==> src/rtl/pin_map_cfg.svh <==
/*
 register offsets, field positions and reset defaults for the enable-pin map
 and power-good register bank; assumes byte-wide registers on an 8-bit index
*/
`ifndef PIN_MAP_CFG_SVH
`define PIN_MAP_CFG_SVH
`define PIN3_MAP_HIGH_OFS 8'h34
`define PIN4_MAP_LOW_OFS 8'h35
`define PIN4_MAP_HIGH_OFS 8'h36
`define STATUS_A_OFS 8'h37
`define STATUS_B_OFS 8'h38
`define MAP_HIGH_MASK 8'h3f
`define MAP_BUCK_MSB 5
`define MAP_BUCK_LSB 2
`define MAP_LINEAR_MSB 1
`define MAP_LINEAR_LSB 0
`define STATUS_B_MASK 8'h3f
`define STATUS_RESET 8'h00
`define SYNC_STAGES 2
`endif

==> src/rtl/pin_map_pkg.sv <==
/*
 types shared by the register bank: the register access request and the
 comparator status bundle; assumes nothing beyond the cfg header
*/
package pin_map_pkg;
   typedef struct packed {
      logic wr; // write strobe, one cycle
      logic rd; // read strobe, one cycle
      logic [7:0] addr; // register offset
      logic [7:0] wdata; // write data
   } reg_req_s;

   typedef struct packed {
      logic [3:0] buck_pg; // buck converters 4..1
      logic [9:0] linear_pg; // linear regulators 10..1
   } pg_status_s;
endpackage

==> src/rtl/pg_sync.sv <==
/*
 two-flop synchroniser for the fourteen comparator outputs; assumes the
 comparator levels are asynchronous to clock_i
*/
`timescale 1ns/1ns
`default_nettype none
module pg_sync
   import pin_map_pkg::*;
(
   input wire logic clock_i, // system clock
   input wire logic rst_b_i, // synchronous reset, active low
   input wire pg_status_s async_i, // raw comparator levels
   output pg_status_s sync_o // levels in clock domain
);
   typedef struct packed {
      pg_status_s meta;
      pg_status_s stable;
   } sync_state_s;

   sync_state_s state_reg;
   sync_state_s state_next;

   // first stage feeds only the second stage
   always_comb begin
      state_next = state_reg;
      state_next.meta = async_i;
      state_next.stable = state_reg.meta;
      if (!rst_b_i) begin
         state_next = '0;
      end
   end

   always_ff @(posedge clock_i) begin
      state_reg <= state_next;
   end

   assign sync_o = state_reg.stable;
endmodule // pg_sync
`default_nettype wire

==> src/rtl/pin_map_regs.sv <==
/*
 enable-pin 3/4 map registers and power-good status registers of the power
 manager: map storage with otp reload, offset decode, read mux, synchronised
 status words, and the pin-control and pin-enable outputs handed on to the
 enable combiner
 assumes a serial-bus front end on clock_i delivers one-cycle read and write
 strobes with offset and data, that otp defaults are valid while reset is
 low, and that comparators and enable pins are asynchronous to clock_i;
 supply-below-threshold filtering of status is left to software
*/
`include "pin_map_cfg.svh"
`timescale 1ns/1ns
`default_nettype none
module pin_map_regs
   import pin_map_pkg::*;
(
   input wire logic clock_i, // system clock, 125 MHz
   input wire logic rst_b_i, // synchronous por reset, active low
   input wire reg_req_s req_i, // register access from bus front end
   output logic [7:0] rdata_o, // read data, registered
   output logic rvalid_o, // read data valid pulse
   input wire logic [7:0] otp_pin3_high_i, // otp default, pin3 high map
   input wire logic [7:0] otp_pin4_low_i, // otp default, pin4 low map
   input wire logic [7:0] otp_pin4_high_i, // otp default, pin4 high map
   input wire pg_status_s pg_raw_i, // comparator outputs, async
   input wire logic ext_enable_pin_3_i, // external enable pin 3
   input wire logic ext_enable_pin_4_i, // external enable pin 4
   output logic [9:0] linear_pin_ctrl_o, // regs 10..1 under pin control
   output logic [3:0] buck_pin_ctrl_o, // bucks 4..1 under pin control
   output logic [9:0] linear_pin_en_o, // pin-driven enable, regs 10..1
   output logic [3:0] buck_pin_en_o // pin-driven enable, bucks 4..1
);
   typedef struct packed {
      logic [7:0] pin3_high;
      logic [7:0] pin4_low;
      logic [7:0] pin4_high;
      logic [7:0] rdata;
      logic rvalid;
      logic [1:0] pin3_sync;
      logic [1:0] pin4_sync;
   } regs_state_s;

   // which register an offset selects; one decoder serves both paths
   typedef enum logic [2:0] {
      sel_none,
      sel_pin3_high,
      sel_pin4_low,
      sel_pin4_high,
      sel_status_a,
      sel_status_b
   } reg_id_e;

   regs_state_s state_reg;
   regs_state_s state_next;
   pg_status_s pg_sync;
   logic [7:0] pg_a;
   logic [7:0] pg_b;
   logic [9:0] lin_sel3;
   logic [9:0] lin_sel4;
   logic [3:0] buck_sel3;
   logic [3:0] buck_sel4;
   reg_id_e target;
   logic pin3_level;
   logic pin4_level;

   // high map: bits 7..6 never store a one
   function automatic logic [7:0] high_map(input logic [7:0] val);
      high_map = val & `MAP_HIGH_MASK;
   endfunction

   // offset decode; anything outside the bank falls to sel_none
   function automatic reg_id_e decode_offset(input logic [7:0] addr);
      reg_id_e id;
      if (addr == `PIN3_MAP_HIGH_OFS) begin
         id = sel_pin3_high;
      end else if (addr == `PIN4_MAP_LOW_OFS) begin
         id = sel_pin4_low;
      end else if (addr == `PIN4_MAP_HIGH_OFS) begin
         id = sel_pin4_high;
      end else if (addr == `STATUS_A_OFS) begin
         id = sel_status_a;
      end else if (addr == `STATUS_B_OFS) begin
         id = sel_status_b;
      end else begin
         id = sel_none;
      end
      decode_offset = id;
   endfunction

   // regulator selects: low map gives regs 8..1, high map regs 10..9
   function automatic logic [9:0] linear_select(input logic [7:0] low_map, input logic [7:0] high_map_val);
      linear_select = {high_map_val[`MAP_LINEAR_MSB:`MAP_LINEAR_LSB], low_map};
   endfunction

   // buck selects sit just above the regulator pair in a high map
   function automatic logic [3:0] buck_select(input logic [7:0] high_map_val);
      buck_select = high_map_val[`MAP_BUCK_MSB:`MAP_BUCK_LSB];
   endfunction

   // a pin only reaches the outputs its map hands over
   function automatic logic [9:0] gate_linear(input logic [9:0] sel, input logic pin);
      gate_linear = sel & {10{pin}};
   endfunction

   function automatic logic [3:0] gate_buck(input logic [3:0] sel, input logic pin);
      gate_buck = sel & {4{pin}};
   endfunction

   // status a: regulators 4..1 above bucks 4..1, one bit per comparator
   function automatic logic [7:0] status_a_word(input pg_status_s pg);
      status_a_word = {pg.linear_pg[3:0], pg.buck_pg};
   endfunction

   // status b: regulators 10..5, top two bits always read zero
   function automatic logic [7:0] status_b_word(input pg_status_s pg);
      status_b_word = {2'h0, pg.linear_pg[9:4]} & `STATUS_B_MASK;
   endfunction

   pg_sync u_pg_sync (
      .clock_i(clock_i),
      .rst_b_i(rst_b_i),
      .async_i(pg_raw_i),
      .sync_o(pg_sync)
   );

   // status words straight from synchronised comparators, no latching
   assign pg_a = status_a_word(pg_sync);
   assign pg_b = status_b_word(pg_sync);

   // one decode shared by the write and the read path
   assign target = decode_offset(req_i.addr);

   // map fields: low map covers regs 8..1, high map bucks then regs 10..9
   assign lin_sel4 = linear_select(state_reg.pin4_low, state_reg.pin4_high);
   assign buck_sel4 = buck_select(state_reg.pin4_high);
   // pin 3 low map lies outside this bank, so regs 8..1 never follow pin 3
   assign lin_sel3 = linear_select(8'h00, state_reg.pin3_high);
   assign buck_sel3 = buck_select(state_reg.pin3_high);

   // only the second flop of each pin synchroniser feeds logic
   assign pin3_level = state_reg.pin3_sync[1];
   assign pin4_level = state_reg.pin4_sync[1];

   always_comb begin
      state_next = state_reg;
      state_next.rvalid = 1'b0;
      state_next.pin3_sync = {state_reg.pin3_sync[0], ext_enable_pin_3_i};
      state_next.pin4_sync = {state_reg.pin4_sync[0], ext_enable_pin_4_i};
      // writes land only on the map registers; status offsets drop them
      if (req_i.wr) begin
         case (target)
            sel_pin3_high: begin
               state_next.pin3_high = high_map(req_i.wdata);
            end
            sel_pin4_low: begin
               state_next.pin4_low = req_i.wdata;
            end
            sel_pin4_high: begin
               state_next.pin4_high = high_map(req_i.wdata);
            end
            default: begin
               // status and unmapped offsets keep their contents, no error
            end
         endcase
      end
      // read decode; a read beside a write returns the old value
      if (req_i.rd) begin
         state_next.rvalid = 1'b1;
         case (target)
            sel_pin3_high: begin
               state_next.rdata = state_reg.pin3_high;
            end
            sel_pin4_low: begin
               state_next.rdata = state_reg.pin4_low;
            end
            sel_pin4_high: begin
               state_next.rdata = state_reg.pin4_high;
            end
            sel_status_a: begin
               state_next.rdata = pg_a;
            end
            sel_status_b: begin
               state_next.rdata = pg_b;
            end
            default: begin
               state_next.rdata = 8'h00; // unmapped offsets read zero
            end
         endcase
      end
      // por reload from otp; reset wins over any access
      if (!rst_b_i) begin
         state_next = '0;
         state_next.pin3_high = high_map(otp_pin3_high_i);
         state_next.pin4_low = otp_pin4_low_i;
         state_next.pin4_high = high_map(otp_pin4_high_i);
      end
   end

   // otp levels are sampled through the reset branch, clocked, not async
   always_ff @(posedge clock_i) begin
      state_reg <= state_next;
   end

   assign rdata_o = state_reg.rdata;
   assign rvalid_o = state_reg.rvalid;
   // a pin may own an output if either map hands it over
   assign linear_pin_ctrl_o = lin_sel3 | lin_sel4;
   assign buck_pin_ctrl_o = buck_sel3 | buck_sel4;
   // pin-driven enables; combining with register enables lives elsewhere
   assign linear_pin_en_o = gate_linear(lin_sel3, pin3_level)
                          | gate_linear(lin_sel4, pin4_level);
   assign buck_pin_en_o = gate_buck(buck_sel3, pin3_level)
                        | gate_buck(buck_sel4, pin4_level);
endmodule // pin_map_regs
`default_nettype wire

==> config.mk <==
export PLATFORM = sky130hd
export DESIGN_NAME = pin_map_regs
export DESIGN_NICKNAME = d
export VERILOG_FILES = /design/src/rtl/pin_map_pkg.sv /design/src/rtl/pg_sync.sv /design/src/rtl/pin_map_regs.sv
export VERILOG_INCLUDE_DIRS = /design/src /design/src/rtl
export SDC_FILE = /design/constraint.sdc
export NUM_CORES = 1
export LEC_CHECK = 0
export BUFFER_PORTS_ARGS = -buffer_cell sky130_fd_sc_hd__buf_2
export CAP_MARGIN = 20
export CORE_AREA = 4 4 98 81
export DETAILED_ROUTE_END_ITERATION = 8
export DIE_AREA = 0 0 102 85
export SYNTH_ARGS = -nofsm -noshare
export SYNTH_HDL_FRONTEND = slang
export SYNTH_SLANG_ARGS = --single-unit
==> constraint.sdc <==
create_clock -name clock_i -period 1.88 [get_ports clock_i]
set_clock_uncertainty 0.05 [all_clocks]
set_input_delay 0.188 -clock clock_i [delete_from_list [all_inputs] [get_ports clock_i]]
set_output_delay 0.188 -clock clock_i [all_outputs]
set_load 0.05 [all_outputs]
After elaboration in Yosys (flattened, before gate mapping)
Cells that the tools add are included.

Word-level logic and storage cells: 48. Output and inout bits: 37. Register bits: 61. Input bits: 60.

Reduce and logical (&&, ||, !) cells: 3. Eq/ne operators: 14. Bitwise logic cells: 8. Mux-type cells: 12.

Operators with widths (count): equality test 8 x 6 -> 1 bit (second input constant) (5); case mux 8 bit (5 select lines) (1); two-way mux 35 bit (1); two-way mux 22 bit (1); AND 10 bit (2); bitwise OR 10 bit (2); two-way mux 3 bit (5); two-way mux 6 bit (2); two-way mux 9 bit (1); AND 4 bit (2); two-way mux 8 bit (1); != test 2 x 1 -> 1 bit (second input constant) (4); bitwise OR 4 bit (2); equality test 3 x 2 -> 1 bit (second input constant) (2); equality test 3 bit (second input constant) (2); AND reduction 2 bit (3); equality test 3 x 1 -> 1 bit (second input constant) (1).

Logic depth before layout (Yosys ltp)
Gate-level depths: netlist of the first run.

Depth in word-level cells: 10. Mapped depth: 6. Gate-level depth less buffers: 4.

By module
From an unflattened synthesis of the first run, not the netlist that was laid out.

Cell total of the unflattened synthesis: 263. Area, all modules: 2720.1 um^2.

By module, submodules not included: pin_map_regs (seq. area each 860.8 um^2, times used 1, area each 1829.3 um^2, cells each 191); pg_sync (seq. area each 560.5 um^2, times used 1, area each 890.9 um^2, cells each 72).

Worst setup path after synthesis of the first run
Ideal clock, no wire load.

Kind: input -> register. From: input port req_i[11] (netlist bit). To: register state_reg, in the netlist lin_sel4[0] (enable). Buffers on the path: 1. Library setup time: 329 ps. Setup slack: 465 ps. Cell stages on the path: 5. Arrival: 1036 ps. Data required time: 1501 ps. Path through: nand2b_1 > clkbuf_1 > nor2_1 > nand3_1 > nand2_1.

Word-level cells in the longest chain between the ends: 9. Elaborated cells on any way between the ends: 13. Those cells by class: 7 x eq/ne; 5 x mux; 1 x reduce/logical.

Ends and longest elaborated chain: from (decl) (RTL line pin_map_regs.sv:19) `input wire reg_req_s req_i,`; equality test 8 x 6 -> 1 bit (no source line); two-way mux 3 bit (RTL line pin_map_regs.sv:82) `` end else if (addr == `STATUS_B_OFS) begin ``; two-way mux 3 bit (RTL line pin_map_regs.sv:80) `` end else if (addr == `STATUS_A_OFS) begin ``; two-way mux 3 bit (RTL line pin_map_regs.sv:78) `` end else if (addr == `PIN4_MAP_HIGH_OFS) begin ``; two-way mux 3 bit (RTL line pin_map_regs.sv:76) `` end else if (addr == `PIN4_MAP_LOW_OFS) begin ``; two-way mux 3 bit (*) (RTL line pin_map_regs.sv:74) `` if (addr == `PIN3_MAP_HIGH_OFS) begin ``; equality test 3 x 2 -> 1 bit (*) (RTL line pin_map_regs.sv:151) `case (target)`; != test 2 x 1 -> 1 bit (no source line) (*); AND reduction 2 bit (no source line) (*); to (signal assigned) (RTL line pin_map_regs.sv:201) `state_reg <= state_next;`; to (decl) (RTL line pin_map_regs.sv:53) `regs_state_s state_reg;`.

Mark *: on every way between the ends. The rest lies on a longest branch, timed or not. A chain may end at the register's enable or synchronous reset.

Worst setup path after layout of the first run
From: register state_reg, in the netlist pin4_level. To: output port buck_pin_en_o[3].

Word-level cells in the longest chain between the ends: 2.

Ends and longest elaborated chain: AND 4 bit (RTL line pin_map_regs.sv:106) `gate_buck = sel & {4{pin}};`; bitwise OR 4 bit (RTL line pin_map_regs.sv:213) `| gate_buck(buck_sel4, pin4_level);`; to (decl) (RTL line pin_map_regs.sv:31) `output logic [3:0] buck_pin_en_o`.

Every way passes these cells.

==> summary.md, run 1 <==
| Metric | Value |
|---|---|
| Outcome | `finished clean` |
| Ports | `slightly below 100` |
| Post-Layout Cell Count | `436` |
| Post-placement cell count | `407` |
| Longest Clk Path Bufs | `2` |
| Multi-input gate area | `905.9 um2` |
| Power, Total | `between 2 and 3 mW` |
| Final worst slack | `307.6 ps` |
| Max FO, Critical Path | `14` |
| Mapped cell area | `2576 um2` |
| RePlAce Congestion | `0.8465` |
| CTS HTree Levels | `3` |
| Max Fclk | `636.0 MHz` |
| Final cell utilization of the core | `48.58%` |
| CTS Buf Count | `9` |
| Routed vias/inst | `~4.6` |
| Power per cell area | `877.4 nW/um2` |
| Worst-path clk slew | `70 ps` |
| Fillers | `681` |
| CP Cell Sequence | `a22o_1 -> buf_2` |
| Number of antenna diodes | `0` |
| Hold crit path type | `input port to flop` |
| Largest stage delay, worst path | `500 ps` |
| Area contributors post-synth | `dfxtp_1 32%, edfxtp_1 23%, and2_1 10%` |
| Worst EP arrival | `1330 ps` |
| Leak | `1.514 nW` |
| Dpl hpwl | `4657 um` |
| PortBufs | `92` |
| Die ar. | `8670 um2` |
| Clock Latency Late Sink | `340 ps` |
| Mapped Cells | `250` |
| Critical path class | `flop to primary output` |
| Core area | `6892 um2` |
| Syn_area_per_cell | `10.30 um2` |
| GRT Total Usage | `around 15%` |
| Die X | `roughly 100 um` |
| Post-synthesis sequential area ratio | `a little under three fifths` |
| Crit. End Element | `primary output` |
| Number of setup buffers added after CTS | `0` |
| Detail Route Antenna Nets | `0` |
| First-pass GRT wire length | `9742 um` |
| Pre-CTS setup slack | `161.8 ps` |
| Final Hold Fails | `0` |
| Register bit total from synthesis | `about 60` |
| Drt total wl | `6182 um` |
| Routed WL per cell | `about 14 um` |
| Max-cap viol count | `0` |
| Final Max Slew Viols | `0` |
| Drt drc | `0` |
| Largest net degree at the start of global routing | `35` |
| Tightest Pin Transition | `431.3 ps` |
| Fin crit share | `about 84%` |
| RSZ-0062 raised after global routing | `no` |
| Drt initial violations | `95` |
| Initial antenna violation count | `0` |
| Die span in y | `85 um` |
| Nets | `404` |
| TritonCTS sink count | `61` |
| Vias in the first global route | `just under 2000` |
| Worst EP required | `1640 ps` |
| Gr ovfl total | `0` |
| Vias | `between 2000 and 2500` |
| Initial core utilization | `between 30% and 40%` |
| Library cells used by synthesis | `28` |
| Final Setup Violations | `0` |
| Area Growth Syn to Fin | `29.97%` |
| Share of cells above drive strength 1 | `approximately 37%` |
| Root Buffer | `clkbuf_8` |
| Syn. warnings | `0` |
| Pre-antenna DRT Iters | `4` |
| Worst VDD drop | `0.3121 mV` |
| Cell taking the most area after synthesis | `dfxtp_1` |
| Rows | `27` |
| Storage element area | `1423 um2` |
| Max stage delay cell, worst path | `dfxtp_2` |
| Synth top area share | `31.86%` |
| Rel. slew slack | `approximately 70%` |
| Startpoint Class | `flop` |
| Final min period | `1572 ps` |
| TritonCTS clock tree | `built` |
| Syn_nets | `slightly above 300` |
| Fin Setup TNS | `0 ps` |
layout by cell type, fill, tap and decap left out, drive strengths merged:
master       instances
a22oi               12
buf                 99
o21ai               24
clkinvlp             1
or2                  6
nand2b               1
dfxtp               41
nand2               18
a21boi               2
nand4                2
nor4b                1
a211oi               1
inv                 20
nor2                 2
dlygate4sd3         13
clkinv               7
o2bb2ai              6
or3                  1
and2                41
a22o                12
nor2b                1
mux2                 4
nand4bb              1
clkbuf               9
and2b                1
nand3                3
edfxtp              20
layer usage:
layer / global-route usage, % / share of wire (%)
met1: 20.20 / 46
met4: 3.933 / 0.60
met5: 0 / 0
met2: 22.12 / 43
met3: 6.163 / 11
final timing paths:
kind	startpoint	to	slack, ps	cells after the start
min	pg_raw_i[1]	u_pg_sync.state_reg[15]	10	2
max	pin4_level	buck_pin_en_o[3]	310	2
max reg2reg	lin_sel4[5]	rdata_o[5]	700	3
min reg2reg	u_pg_sync.state_reg[26]	u_pg_sync.sync_o[12]	380	1
layout make-up:
| cell class | count | area share (%) |
|---|---|---|
| Clock buffer | 9 | 3.700 |
| Clock inverter | 7 | 1.570 |
| Inverter | 21 | 2.354 |
| Multi-Input combinational cell | 139 | 27.06 |
| Sequential cell | 61 | 42.49 |
| Tap cell | 87 | 3.251 |
| Timing Repair Buffer | 112 | 19.58 |
cell usage after synthesis, drive strengths merged:
master and n:
nor2 2, buf 19, o2bb2ai 6, mux2 4, o21ai 24, dfxtp 41
nand3 3, nor4b 1, a22oi 12, inv 20, nand2 18, nand4bb 1
nand2b 1, a22o 12, a211oi 1, nor2b 1, a21boi 2, or2 6
and2 41, clkinv 1, clkbuf 10, edfxtp 20, and2b 1, nand4 2
or3 1
metrics by stage:
stage,hold WS [ps],cell area [um2]
finish,12.96,3348
floorplan,265.3,2576
global placement,349.1,3040
global route,6.583,3348
CTS,1.834,3337
detailed placement,347.6,3040
kinds of logic after synthesis:
family / count (synthesis) / synth area share [%]
AO/OA/AOI/OAI: 57 / 15.64
buffers and inverters: 50 / 9.665
flip-flops: 61 / 55.17
multiplexers: 4 / 1.748
AND/OR/NAND/NOR: 78 / 17.78
critical path: cells and delay by family (launching register included):
kind	cells	cell delay (ps)
DFF	1	500
AOI/OAI and AO/OA	1	220
buffers and inverters	1	270
power breakdown:
part,switching (mW),total [mW],internal [mW]
Sequential,0.0454,1.49,1.44
Combinational,0.283,0.444,0.161
Clock,0.524,1.00,0.480
Total,0.852,2.94,2.09
timing repair:
action | CTS | global route
hold buffers | 12 | 1
gates resized for setup | 0 | 1
endpoints found under the hold margin | 12 | 1
endpoints found under the setup margin | 0 | 1
No activity file was read; power rests on OpenSTA's default activity.
==> run 2, diff against run 1 <==
--- a/config.mk
+++ b/config.mk
@@ -11,6 +11,7 @@
 export CORE_AREA = 4 4 98 81
 export DETAILED_ROUTE_END_ITERATION = 8
 export DIE_AREA = 0 0 102 85
+export PLACE_DENSITY = 0.65
 export SYNTH_ARGS = -nofsm -noshare
 export SYNTH_HDL_FRONTEND = slang
 export SYNTH_SLANG_ARGS = --single-unit
==> constraint.sdc (replaced) <==
create_clock -name clock_i -period 1.44 [get_ports clock_i]
set_clock_uncertainty 0.05 [all_clocks]
set_input_delay 0.144 -clock clock_i [delete_from_list [all_inputs] [get_ports clock_i]]
set_output_delay 0.144 -clock clock_i [all_outputs]
set_load 0.05 [all_outputs]
==> run 2 against run 1 <==
Against the previous run:
- global-route usage is 0.31 points higher
- non-clock buffer count rose by 14
- final cell count increased by 2.8%
- total power rose by 36%
- highest routed layer unchanged
- worst hold slack better by 57 ps
- first-iteration DRC count up 8.4%
- clock-buffer cell count up 2
- setup slack worse by 240 ps
==> summary.md, run 2 (synthesis results as in run 1) <==
| Metric | Value |
|---|---|
| Initial core utilization | `37.38%` |
| Final min period | `1376 ps` |
| CTS Buf Count | `9` |
| PortBufs | `92` |
| Vias in the first global route | `2017` |
| Combinational power share | `17.4%` |
| Fin Setup TNS | `0 ps` |
| Clock Latency Late Sink | `330 ps` |
| Int Pwr | `2.962 mW` |
| Gr ovfl total | `0` |
| Initial antenna violation count | `0` |
| RePlAce Congestion | `roughly 0.84` |
| Area Growth Syn to Fin | `40.75%` |
| Dpl hpwl | `4733 um` |
| Die span in y | `roughly 85 um` |
| Worst VDD drop | `0.5181 mV` |
| GRT Total Usage | `15.26%` |
| Wire length on met1 | `2734 um` |
| Most frequent cells in the layout | `72 x buf_2, 41 x and2_1, 40 x dfxtp_1, 24 x o21ai_0, 20 x edfxtp_1` |
| Clk pwr share | `33.9%` |
| Final worst slack | `63.82 ps` |
| Worst-path clk slew | `60 ps` |
| DR top layer | `met4` |
| Routed WL per cell | `about 14 um` |
| Placement Cell Area | `3131 um2` |
| Drt drc | `0` |
| Routed vias/inst | `4.589` |
| CP Cell Sequence | `or2_4 -> buf_8` |
| Rel. slew slack | `77.79%` |
| Worst hold slack | `69.92 ps` |
| Pre-CTS setup slack | `-117.5 ps` |
| Startpoint Class | `flop` |
| Number of antenna diodes | `0` |
| Die X | `102 um` |
| Fillers | `639` |
| TritonCTS clock tree | `built` |
| Worst EP arrival | `1180 ps` |
| Max FO, Critical Path | `3` |
| Worst EP required | `1250 ps` |
| Root Buffer | `clkbuf_8` |
| Outcome | `finished clean` |
| Share of cells above drive strength 1 | `37.67%` |
| Final Setup Violations | `0` |
| Post-placement cell count | `414` |
| Largest stage delay, worst path | `around 420 ps` |
| Met2 WL post-DR | `2813 um` |
| Crit. End Element | `primary output` |
| Sw Ratio | `25.62%` |
| CTS HTree Levels | `3` |
| Ports | `97` |
| Vias | `2056` |
| Drt initial violations | `slightly above 100` |
| Critical path class | `flop to primary output` |
| Final Hold Fails | `0` |
| Fin crit share | `95.57%` |
| Storage element area | `approximately 1400 um2` |
| Drt total wl | `6329 um` |
| First-pass GRT wire length | `9880 um` |
| Tightest Pin Transition | `about 330 ps` |
| Core area | `6892 um2` |
| Net switching power | `1.020 mW` |
| Final cell utilization of the core | `52.61%` |
| Post-route cell area | `3626 um2` |
| Hold crit path type | `input port to flop` |
| Sequential Power Share | `48.8%` |
| TritonCTS sink count | `61` |
| Post-Layout Cell Count | `448` |
| Pre-antenna DRT Iters | `4` |
| Max Fclk | `726.6 MHz` |
| Multi-input gate area | `920.9 um2` |
| Final Max Slew Viols | `0` |
| Longest Clk Path Bufs | `2` |
| Nets | `418` |
| Length of routed met3 wiring | `between 700 and 800 um` |
| Power, Total | `3.982 mW` |
| Most common cell after layout, fill and taps aside | `buf_2` |
| RSZ-0062 raised after global routing | `yes` |
| Leak | `between 1.5 and 2 nW` |
| Die ar. | `8670 um2` |
| Detail Route Antenna Nets | `0` |
| Max-cap viol count | `0` |
| Power per cell area | `1098 nW/um2` |
| Rows | `27` |
| Largest net degree at the start of global routing | `40` |
| Max stage delay cell, worst path | `edfxtp_1` |
==> run 2: cell count changes in the layout (fill, tap and decap cells not counted), sizes merged <==
cell         before  now
dlygate4sd3      13   16
clkinv            7    3
clkbuf            9   11
bufinv            0    1
clkinvlp          1    0
buf              99  110
==> run 2: layout make-up <==
cell class                      instances  area share (%)
Sequential cell                        61           39.23
Tap cell                               87           3.002
Inverter                               21           2.174
Clock inverter                          3           1.104
Multi-Input combinational cell        139           25.40
Clock buffer                           11           3.623
Timing Repair Buffer                  126           25.47
==> run 2: power by group through the flow <==
stage                     clock network (mW)  registers, mW  logic, mW
after floorplan                            0           1.96      0.393
after global placement                     0           1.97      0.582
after detailed placement                   0           1.97      0.587
after CTS                               1.40           1.94      0.681
after global routing                    1.47           1.95      0.746
final                                   1.35           1.94      0.692
==> run 2: worst max-delay path: cells and delay by family, from the launching register on <==
family	cells	cell delay, ps
buffers and inverters	1	150
DFF	1	420
and+or+nand+nor	1	280
==> run 2: worst paths after layout <==
path	startpoint	to	slack [ps]	cells past startpoint
worst min-delay path	req_i[16]	rdata_o[7]	70	3
worst max register to register	lin_sel4[8]	rdata_o[0]	260	4
worst max-delay path	buck_sel3[2]	buck_pin_ctrl_o[2]	60	2
worst min register to register	u_pg_sync.state_reg[16]	u_pg_sync.sync_o[2]	380	1
==> run 2: timing repair <==
item                       4_1_cts  5_1_grt
hold buffers                    16        0
buffers inserted                 4        0
pin swaps                        0        1
setup endpoints to repair       20       18
gates resized for setup         31       14
hold endpoints to repair        16        0
==> run 2: routing by layer <==
metal  vias to the layer above  GRT usage [%]
met3                         4          7.970
met4                         0          3.933
met2                        87          23.24
met1                       919          19.06
li1                       1046              -
met5                         -              0
